`config.mk`:
```
export PLATFORM = sky130hd
export DESIGN_NAME = flsc_top
export DESIGN_NICKNAME = d
export VERILOG_FILES = /design/src/inc/flsc_pkg.sv /design/src/inc/flsc_occ_if.sv /design/src/hw/flsc_rx_count.sv /design/src/hw/flsc_top.sv
export SDC_FILE = /design/constraint.sdc
export NUM_CORES = 1
export LEC_CHECK = 0
export ABC_AREA = 1
export BUFFER_PORTS_ARGS = -buffer_cell sky130_fd_sc_hd__buf_2
export CAP_MARGIN = 20
export CORE_UTILIZATION = 45
export DETAILED_ROUTE_END_ITERATION = 6
export GPL_TIMING_DRIVEN = 0
export HOLD_SLACK_MARGIN = 0.15
export PLACE_DENSITY = 0.75
export SLEW_MARGIN = 0
export SYNTH_ARGS = -nofsm -noshare
export SYNTH_HDL_FRONTEND = slang
export SYNTH_SLANG_ARGS = --single-unit
```
`constraint.sdc`:
```
create_clock -name pclk -period 2.1 [get_ports pclk]
set_clock_uncertainty 0.15 [all_clocks]
set_input_delay 0.42 -clock pclk [delete_from_list [all_inputs] [get_ports pclk]]
set_output_delay 0.42 -clock pclk [all_outputs]
set_load 0.02 [all_outputs]
```
`src/inc/flsc_pkg.sv`:
```
// Constants, register map and types for the FIFO level and suspend control bank.
// Assumes an APB master on pclk and FIFO, wakeup and resume logic outside the block.
// What this block does
// Receive FIFO used-byte count is a 16-bit read-only field, reset zero.
// Each received frame adds its length rounded up to a whole word.
// Transmit FIFO free-byte count is 16-bit read-only, reset 2000h; the block passes tx_free_bytes through with no reset value of its own.
// Resume-clears-status bit set: resume end clears four wake received flags.
// Resume-clears-status bit set: resume end also clears upper wake cause bit.
// Resume-clears-status bit clear (reset): wake status kept after resume.
// Resume-clears-enables bit set (reset): remote-wake resume end clears wake enables.
// Host-initiated resume never clears any wake enable bits.
// Unicast, perfect address, frame, magic, broadcast enables are never resume-cleared.
// Ready flag set only in normal state with configuration done; resets zero.
// Without PHY clocks ready stays low until the watchdog expires.
// Two-bit suspend selection chooses suspend state zero to three, reset 10b.
// Deconfiguration forces suspend selection back to 10b.
// Software selects only suspend state two while unconfigured; the block stores any value written to the suspend field.
// Wake cause bit 0 flags energy detect, bit 1 wake-on-LAN or good frame.
// Reserved bits read zero; writes to read-only fields have no effect.
package flsc_pkg;

  // ****************************************
  // Register map
  // ****************************************
  localparam logic [11:0] FLSC_RX_OCC_OFS   = 12'h018;
  localparam logic [11:0] FLSC_TX_FREE_OFS  = 12'h01C;
  localparam logic [11:0] FLSC_PM_CTL_OFS   = 12'h020;
  localparam logic [11:0] FLSC_WAKE_OFS     = 12'h028;
  localparam logic [11:0] FLSC_IRQ_STS_OFS  = 12'h02C;
  localparam logic [11:0] FLSC_IRQ_CLR_OFS  = 12'h030;
  localparam logic [11:0] FLSC_IRQ_EN_OFS   = 12'h034;

  // ****************************************
  // Field positions
  // ****************************************
  localparam int FLSC_CLR_STS_BIT  = 9;
  localparam int FLSC_CLR_EN_BIT   = 8;
  localparam int FLSC_READY_BIT    = 7;
  localparam int FLSC_SUSP_LO      = 5;
  localparam int FLSC_NUM_IRQ      = 3;

  // ****************************************
  // Reset values
  // ****************************************
  localparam logic [15:0] FLSC_RX_OCC_RST  = 16'h0000;
  localparam logic [15:0] FLSC_TX_FREE_RST = 16'h2000;
  localparam logic [1:0]  FLSC_SUSP_RST    = 2'h2;
  localparam logic        FLSC_CLR_STS_RST = 1'b0;
  localparam logic        FLSC_CLR_EN_RST  = 1'b1;

  // Ready tracking states
  typedef enum logic [2:0] {
    FLSC_RDY_WAIT  = 3'b001,
    FLSC_RDY_UP    = 3'b010,
    FLSC_RDY_DOG   = 3'b100
  } flsc_rdy_e;

endpackage

```
`src/inc/flsc_occ_if.sv`:
```
// Interface carrying receive occupancy updates between the bank and its counter.
// Assumes both ends on pclk.
interface flsc_occ_if;
  logic        frame_add;
  logic [15:0] frame_len;
  logic        drain;
  logic [15:0] drain_len;
  logic [15:0] used;

  modport ctl (output frame_add, output frame_len, output drain, output drain_len,
               input used);
  modport cnt (input frame_add, input frame_len, input drain, input drain_len,
               output used);
endinterface

```
`src/hw/flsc_rx_count.sv`:
```
// Receive FIFO used-byte counter.
// Assumes frame and drain strobes on pclk, one cycle each.
module flsc_rx_count
  import flsc_pkg::*;
(
  // Clock and reset
  input  wire logic pclk,
  input  wire logic presetn,
  // Occupancy link
  flsc_occ_if.cnt   occ
);

  logic [15:0] used_q;
  logic [15:0] add_len;

  // Round frame length up to a whole 32-bit word
  assign add_len = (occ.frame_len + 16'h0003) & 16'hFFFC;

  // Count up by frames, down by reads; both may land in one cycle
  always_ff @(posedge pclk or negedge presetn) begin
    if (!presetn) begin
      used_q <= FLSC_RX_OCC_RST;
    end else begin
      used_q <= used_q + (occ.frame_add ? add_len : 16'h0000)
                - (occ.drain ? occ.drain_len : 16'h0000);
    end
  end

  assign occ.used = used_q;

endmodule

```
`src/hw/flsc_top.sv`:
```
// APB register bank: FIFO levels, power management control, wake status and interrupts.
// Assumes FIFO, wake detector and resume sequencer pulses on pclk; status pins are async.
module flsc_top
  import flsc_pkg::*;
#(
  parameter int WDOG_CYCLES = 20000
)(
  // APB slave
  input  wire logic        pclk,
  input  wire logic        presetn,
  input  wire logic        psel,
  input  wire logic        penable,
  input  wire logic        pwrite,
  input  wire logic [11:0] paddr,
  input  wire logic [31:0] pwdata,
  input  wire logic [3:0]  pstrb,
  output logic      [31:0] prdata,
  output logic             pready,
  output logic             pslverr,
  // FIFO level inputs
  input  wire logic        rx_frame_add,
  input  wire logic [15:0] rx_frame_len,
  input  wire logic        rx_drain,
  input  wire logic [15:0] rx_drain_len,
  input  wire logic [15:0] tx_free_bytes,
  // Resume and configuration events
  input  wire logic        resume_done,
  input  wire logic        resume_remote,
  input  wire logic        deconfigure,
  input  wire logic        normal_state,
  input  wire logic        config_done,
  input  wire logic        phy_clk_present,
  // Wake events from detectors
  input  wire logic        wake_energy_evt,
  input  wire logic        wake_lan_evt,
  input  wire logic        wake_frame_evt,
  input  wire logic        magic_packet_evt,
  input  wire logic        perfect_addr_evt,
  input  wire logic        broadcast_evt,
  // Outputs
  output logic [1:0]       suspend_sel,
  output logic [6:0]       wake_enables,
  output logic             irq
);

  // ****************************************
  // Pin synchronisers
  // ****************************************
  logic [2:0] pin_s1_q;
  logic [2:0] pin_s2_q;

  // Level pins from other domains pass two flops
  always_ff @(posedge pclk or negedge presetn) begin
    if (!presetn) begin
      pin_s1_q <= 3'h0;
      pin_s2_q <= 3'h0;
    end else begin
      pin_s1_q <= {phy_clk_present, config_done, normal_state};
      pin_s2_q <= pin_s1_q;
    end
  end

  logic norm_s;
  logic cfg_s;
  logic phy_s;
  assign norm_s = pin_s2_q[0];
  assign cfg_s  = pin_s2_q[1];
  assign phy_s  = pin_s2_q[2];

  // ****************************************
  // APB decode
  // ****************************************
  logic wr_en;
  logic rd_en;
  logic hit;
  assign pready = 1'b1;
  assign wr_en  = psel & penable & pwrite;
  assign rd_en  = psel & penable & ~pwrite;
  assign hit    = (paddr == FLSC_RX_OCC_OFS) | (paddr == FLSC_TX_FREE_OFS) |
                  (paddr == FLSC_PM_CTL_OFS) | (paddr == FLSC_WAKE_OFS) |
                  (paddr == FLSC_IRQ_STS_OFS) | (paddr == FLSC_IRQ_CLR_OFS) |
                  (paddr == FLSC_IRQ_EN_OFS);
  assign pslverr = psel & penable & ~hit;

  logic pm_wr;
  logic wk_wr;
  logic ic_wr;
  logic ie_wr;
  assign pm_wr = wr_en & (paddr == FLSC_PM_CTL_OFS);
  assign wk_wr = wr_en & (paddr == FLSC_WAKE_OFS);
  assign ic_wr = wr_en & (paddr == FLSC_IRQ_CLR_OFS);
  assign ie_wr = wr_en & (paddr == FLSC_IRQ_EN_OFS);

  // ****************************************
  // Receive occupancy
  // ****************************************
  flsc_occ_if occ ();
  assign occ.frame_add = rx_frame_add;
  assign occ.frame_len = rx_frame_len;
  assign occ.drain     = rx_drain;
  assign occ.drain_len = rx_drain_len;

  flsc_rx_count u_rx_count (
    .pclk    (pclk),
    .presetn (presetn),
    .occ     (occ)
  );

  // ****************************************
  // Power management control
  // ****************************************
  logic       clr_sts_q;
  logic       clr_en_q;
  logic [1:0] susp_q;

  // Resume-clear controls, only written through byte lane 1
  always_ff @(posedge pclk or negedge presetn) begin
    if (!presetn) begin
      clr_sts_q <= FLSC_CLR_STS_RST;
      clr_en_q  <= FLSC_CLR_EN_RST;
    end else if (pm_wr && pstrb[1]) begin
      clr_sts_q <= pwdata[FLSC_CLR_STS_BIT];
      clr_en_q  <= pwdata[FLSC_CLR_EN_BIT];
    end
  end

  // Deconfiguration overrides any same-cycle write
  always_ff @(posedge pclk or negedge presetn) begin
    if (!presetn) begin
      susp_q <= FLSC_SUSP_RST;
    end else if (deconfigure) begin
      susp_q <= FLSC_SUSP_RST;
    end else if (pm_wr && pstrb[0]) begin
      // Any value is stored; choosing only state two when unconfigured is software's job
      susp_q <= pwdata[FLSC_SUSP_LO +: 2];
    end
  end
  assign suspend_sel = susp_q;

  // ****************************************
  // Ready flag with watchdog
  // ****************************************
  localparam int WD_W = $clog2(WDOG_CYCLES + 1);
  flsc_rdy_e         rdy_q;
  logic [WD_W-1:0]   wd_q;
  logic              ready;

  // Without PHY clocks the watchdog is the only way up
  always_ff @(posedge pclk or negedge presetn) begin
    if (!presetn) begin
      rdy_q <= FLSC_RDY_WAIT;
      wd_q  <= '0;
    end else begin
      case (rdy_q)
        FLSC_RDY_WAIT: begin
          wd_q <= '0;
          if (norm_s && cfg_s) begin
            rdy_q <= phy_s ? FLSC_RDY_UP : FLSC_RDY_DOG;
          end
        end
        FLSC_RDY_DOG: begin
          if (!(norm_s && cfg_s)) begin
            rdy_q <= FLSC_RDY_WAIT;
          end else if (phy_s || wd_q == WD_W'(WDOG_CYCLES - 1)) begin
            rdy_q <= FLSC_RDY_UP;
          end else begin
            wd_q <= wd_q + WD_W'(1);
          end
        end
        FLSC_RDY_UP: begin
          if (!(norm_s && cfg_s)) begin
            rdy_q <= FLSC_RDY_WAIT;
          end
        end
        default: rdy_q <= FLSC_RDY_WAIT;
      endcase
    end
  end
  assign ready = (rdy_q == FLSC_RDY_UP);

  // ****************************************
  // Wake status and enables
  // ****************************************
  // Status bits: 0 frame, 1 magic, 2 perfect addr, 3 broadcast, 4..5 cause
  logic [5:0] wsts_q;
  logic [5:0] wsts_set;
  logic       sts_clr;
  logic       en_clr;
  assign wsts_set = {wake_lan_evt, wake_energy_evt, broadcast_evt,
                     perfect_addr_evt, magic_packet_evt, wake_frame_evt};
  assign sts_clr  = resume_done & clr_sts_q;
  assign en_clr   = resume_done & resume_remote & clr_en_q;

  // Set wins over write-one-clear and resume clear
  always_ff @(posedge pclk or negedge presetn) begin
    if (!presetn) begin
      wsts_q <= 6'h00;
    end else begin
      wsts_q <= (wsts_q
                 & ~((wk_wr && pstrb[2]) ? pwdata[21:16] : 6'h00)
                 & ~(sts_clr ? 6'b10_1111 : 6'h00))
                | wsts_set;
    end
  end

  // Enables: 0 frame, 1 magic, 2 perfect, 3 bcast, 4 unicast, 5 energy, 6 lan
  logic [6:0] wen_q;
  always_ff @(posedge pclk or negedge presetn) begin
    if (!presetn) begin
      wen_q <= 7'h00;
    end else if (wk_wr && pstrb[0]) begin
      wen_q <= pwdata[6:0];
    end else if (en_clr) begin
      // Only energy-detect and wake-on-LAN enables are dropped
      wen_q <= wen_q & 7'b001_1111;
    end
  end
  assign wake_enables = wen_q;

  // ****************************************
  // Interrupts
  // ****************************************
  // Events: 0 frame received, 1 resume done, 2 ready rose
  logic                     ready_d1_q;
  logic [FLSC_NUM_IRQ-1:0]  ists_q;
  logic [FLSC_NUM_IRQ-1:0]  ien_q;
  logic [FLSC_NUM_IRQ-1:0]  ievt;

  always_ff @(posedge pclk or negedge presetn) begin
    if (!presetn) begin
      ready_d1_q <= 1'b0;
    end else begin
      ready_d1_q <= ready;
    end
  end
  assign ievt = {ready & ~ready_d1_q, resume_done, rx_frame_add};

  // Sticky status; a new event beats a same-cycle clear
  always_ff @(posedge pclk or negedge presetn) begin
    if (!presetn) begin
      ists_q <= '0;
    end else begin
      ists_q <= (ists_q & ~(ic_wr ? pwdata[FLSC_NUM_IRQ-1:0] : '0)) | ievt;
    end
  end

  always_ff @(posedge pclk or negedge presetn) begin
    if (!presetn) begin
      ien_q <= '0;
    end else if (ie_wr) begin
      ien_q <= pwdata[FLSC_NUM_IRQ-1:0];
    end
  end
  assign irq = |(ists_q & ien_q);

  // ****************************************
  // Read data
  // ****************************************
  // Reserved bits and write-only registers read zero
  always_comb begin
    prdata = 32'h0000_0000;
    if (rd_en) begin
      case (paddr)
        FLSC_RX_OCC_OFS:  prdata = {16'h0000, occ.used};
        FLSC_TX_FREE_OFS: prdata = {16'h0000, tx_free_bytes};
        FLSC_PM_CTL_OFS:  prdata = {22'h0, clr_sts_q, clr_en_q, ready, susp_q, 5'h00};
        FLSC_WAKE_OFS:    prdata = {10'h0, wsts_q, 9'h0, wen_q};
        FLSC_IRQ_STS_OFS: prdata = {29'h0, ists_q};
        FLSC_IRQ_EN_OFS:  prdata = {29'h0, ien_q};
        default:          prdata = 32'h0000_0000;
      endcase
    end
  end

endmodule

```
==> metrics.md <==
| Metric | Value |
|---|---|
| Outcome | finished with violations |
| Failing checks | setup timing |
| Rows | 38 |
| Max FO, Critical Path | 10 |
| Average vias per placed instance | between 5 and 6 |
| Critical Path Sink Type | flip-flop |
| All-Layer GR Usage | 0.287 |
| Top layer in use | met5 |
| Worst Slack Setup Final | -0.636 ns |
| Post-synth EDFFs | 0 |
| Global placer's final weighted congestion | 0.908 |
| # diodes | 0 |
| WL met3 | around 1.6 mm |
| Number of synthesized register bits | 64 |
| Pin count of the biggest net entering global routing | 65 |
| M1 WL | 6.84 mm |
| Leak pwr | ~3.9 nW |
| Grt ovf | 0 |
| Total number of vias | around 5700 |
| Nets | 1062 |
| Required @ worst endpoint | roughly 2.2 ns |
| Syn Area/Cell | roughly 7.0 µm² |
| Layout cells sized above 1 | 0.440 |
| Worst Path Arrival | ~2.8 ns |
| Final setup violation count | 35 |
| First-pass DRT Iterations | 7 |
| Overall routed net length | 18.5 mm |
| Kind of critical path | in2reg |
| Synth Instances | ~720 |
| IO Count | 159 |
| Cell with the most instances after synthesis | nand2_1 |
| Crit share post-route | 1.30 |
| Chip width | around 110 µm |
| Top cells by area, synth | dfrtp_1, nand2_1, inv_1 |
| Synth top area share | 0.305 |
| Reg2reg path depth | 12 |
| Vias in the first global route | approximately 5400 |
| Met2 wire length | 9.09 mm |
| Worst-Margin Slew | ~0.84 ns |
| Clock Sinks | 64 |
| Worst min-delay path endpoint | wake_enables[4] |
| Relative slew slack | 0.442 |
| # DRC | 0 |
| Initial antenna violation count | 1 |
| Register area share after synthesis | 0.320 |
| Fill count | between 700 and 800 |
| H-tree depth | 3 |
| Clock slew at reported path FFs | 0.09 ns |
| RSZ-0062 raised after global routing | yes |
| Synth top cells by count | nand2_1, inv_1, nor2_1 |
| Hold_sp | pwdata[4] |
| Clk Latency, worst-skew pair | around 0.35 ns |
| Worst hold path type | in2reg |
| I/O Buffers | approximately 130 |
| Core area | between 10000 and 15000 µm² |
| Ys Warns | 0 |
| Initial detailed-routing violation count | roughly 410 |
| Worst setup SP type | primary input |
| PwrDens | 1050 nW/µm² |
| Initial cell density of the core | 0.462 |
| First-pass GRT wire length | approximately 26 mm |
| CTS tree | built |
| Fin. max-slew vios | 0 |
| R2r setup slk | -0.45 ns |
| Netlist cell types | between 40 and 50 |
| Hold depth | 3 |
| Peak VDD IR | between 0.8 and 0.9 mV |
| P&R area growth vs syn | 57.3% |
| Synth Flop Type | dfrtp_1 |
| Max Cap Viol | 0 |
| Reg-to-reg endpoint | u_rx_count.occ.used[15] |
| Post-route ant nets | 0 |
| Die ar. | 11600 µm² |
| Total CTS buffers | 9 |
| Post-DP HPWL | around 11 mm |
| Min cycle time layout | about 2.7 ns |
| Cell taking the most area after synthesis | dfrtp_1 |
| Max Freq | 366 MHz |
| Clock Path Buffers | 2 |
| Final hold violation count | 0 |
| Worst R2R Start | u_rx_count.occ.used[4] |
| Asr flop ratio synth | 1.00 |
| Wire per inst | 17.4 µm |
| Placement Setup Slack | -1.10 ns |
| Hold WS | 0.154 ns |
| Mapped cell area | 5010 µm² |
| Clk root buf | clkbuf_8 |
| Die Height | ~110 µm |
==> cell families (layout without fill, tap and decap cells) <==
group           count (synthesis)  after routing  share of synthesized area
simple gates                  352            353                      0.311
buf+inv                       160            354                      0.136
compound gates                 87             87                     0.0959
flops                          64             64                      0.320
fa+ha+maj                      31             31                     0.0984
xor+xnor                       21             21                     0.0367
other cells                     2             11                    0.00150
==> worst max-delay path by stage <==
stage          cells past startpoint                      end             from
2_1_floorplan                     18  u_rx_count.occ.used[15]  rx_frame_len[4]
3_3_place_gp                      19  u_rx_count.occ.used[15]  rx_frame_len[4]
3_5_place_dp                      19  u_rx_count.occ.used[15]  rx_frame_len[4]
4_1_cts                           18  u_rx_count.occ.used[15]  rx_frame_len[6]
5_1_grt                           17  u_rx_count.occ.used[15]  rx_frame_len[0]
6_report                          15  u_rx_count.occ.used[15]         rx_drain
==> cell type report <==
cell class	count	area, µm²	area share
multi-input cells	503	3750	0.476
repair buffers	177	1370	0.174
inverters	136	536	0.0679
clock inverters	7	103	0.0130
flip-flops and latches	64	1610	0.204
well taps	140	175	0.0222
repair inverters	1	6.26	0.000794
clock buffers	9	124	0.0157
plain buffers	24	209	0.0265
==> per-layer routing <==
layer / vias up / track usage
li1: 2640 / -
met3: 104 / 0.0678
met2: 357 / 0.489
met1: 2641 / 0.346
met5: - / 0
met4: 2 / 0.121
==> through the flow <==
step           std cells  utilization  TNS (ns)  total power [mW]  instance area (µm²)
4_1_cts             1049        0.680     -6.10              7.39                 7370
5_1_grt             1061        0.727    -13.35              8.77                 7880
6_report            1061        0.727    -10.50              8.30                 7880
3_5_place_dp         994        0.571    -16.82              5.49                 6190
3_3_place_gp         994        0.571    -16.02              5.39                 6180
2_1_floorplan        726            -     -4.47              4.66                 5370
==> sequential cells by signal (all words and copies together), names as in the netlist, 2 cells and up <==
name                 count
wd_q                    15
pin_s1_q                 3
suspend_sel              2
ien_q                    3
wake_enables             7
wsts_q                   6
u_rx_count.occ.used     16
rdy_q                    3
ists_q                   3
pin_s2_q                 3
==> critical path: stages <==
cell and delay (ns):
clkbuf_2 0.24, clkbuf_8 0.25, nand2_1 0.08, inv_1 0.07, fa_1 0.52, inv_2 0.05, ha_4 0.28, a21oi_4 0.23
o21ai_2 0.12, nor2_4 0.16, nor2_2 0.06, nor2_2 0.18, inv_1 0.06, nand2_1 0.07, nand2_1 0.04
==> power by group <==
| part | internal [mW] | switching, mW |
|---|---|---|
| combinational | 2.29 | 3.09 |
| sequential | 1.49 | 0.193 |
| clock | 0.680 | 0.549 |
| total | 4.46 | 3.84 |
==> what timing repair did <==
item                       4_1_cts  5_1_grt
buffers inserted                23       13
hold endpoints to repair        73        0
resized for setup              174      100
gates cloned                     3        0
setup endpoints to repair       35       38
pin swaps                       53       60
hold buffers                    13        0
==> placed cells by master (no fill, tap or decap), drive strengths merged, types with 3 or more instances in the layout <==
| cell type | Yosys | final |
|---|---|---|
| a21o | 3 | 3 |
| nor3 | 12 | 12 |
| o211ai | 3 | 3 |
| clkbuf | 6 | 16 |
| inv | 135 | 138 |
| nor2 | 82 | 82 |
| o21ai | 45 | 45 |
| xnor2 | 6 | 6 |
| nand2 | 168 | 168 |
| nand3 | 62 | 63 |
| a21oi | 31 | 31 |
| fa | 14 | 14 |
| conb | 2 | 11 |
| dfstp | 3 | 3 |
| dfrtp | 61 | 61 |
| buf | 18 | 181 |
| clkinv | 1 | 3 |
| nand4 | 24 | 24 |
| dlygate4sd3 | 0 | 13 |
| ha | 17 | 17 |
| xor2 | 15 | 15 |
Note: power is estimated with default switching activity, not from simulation.
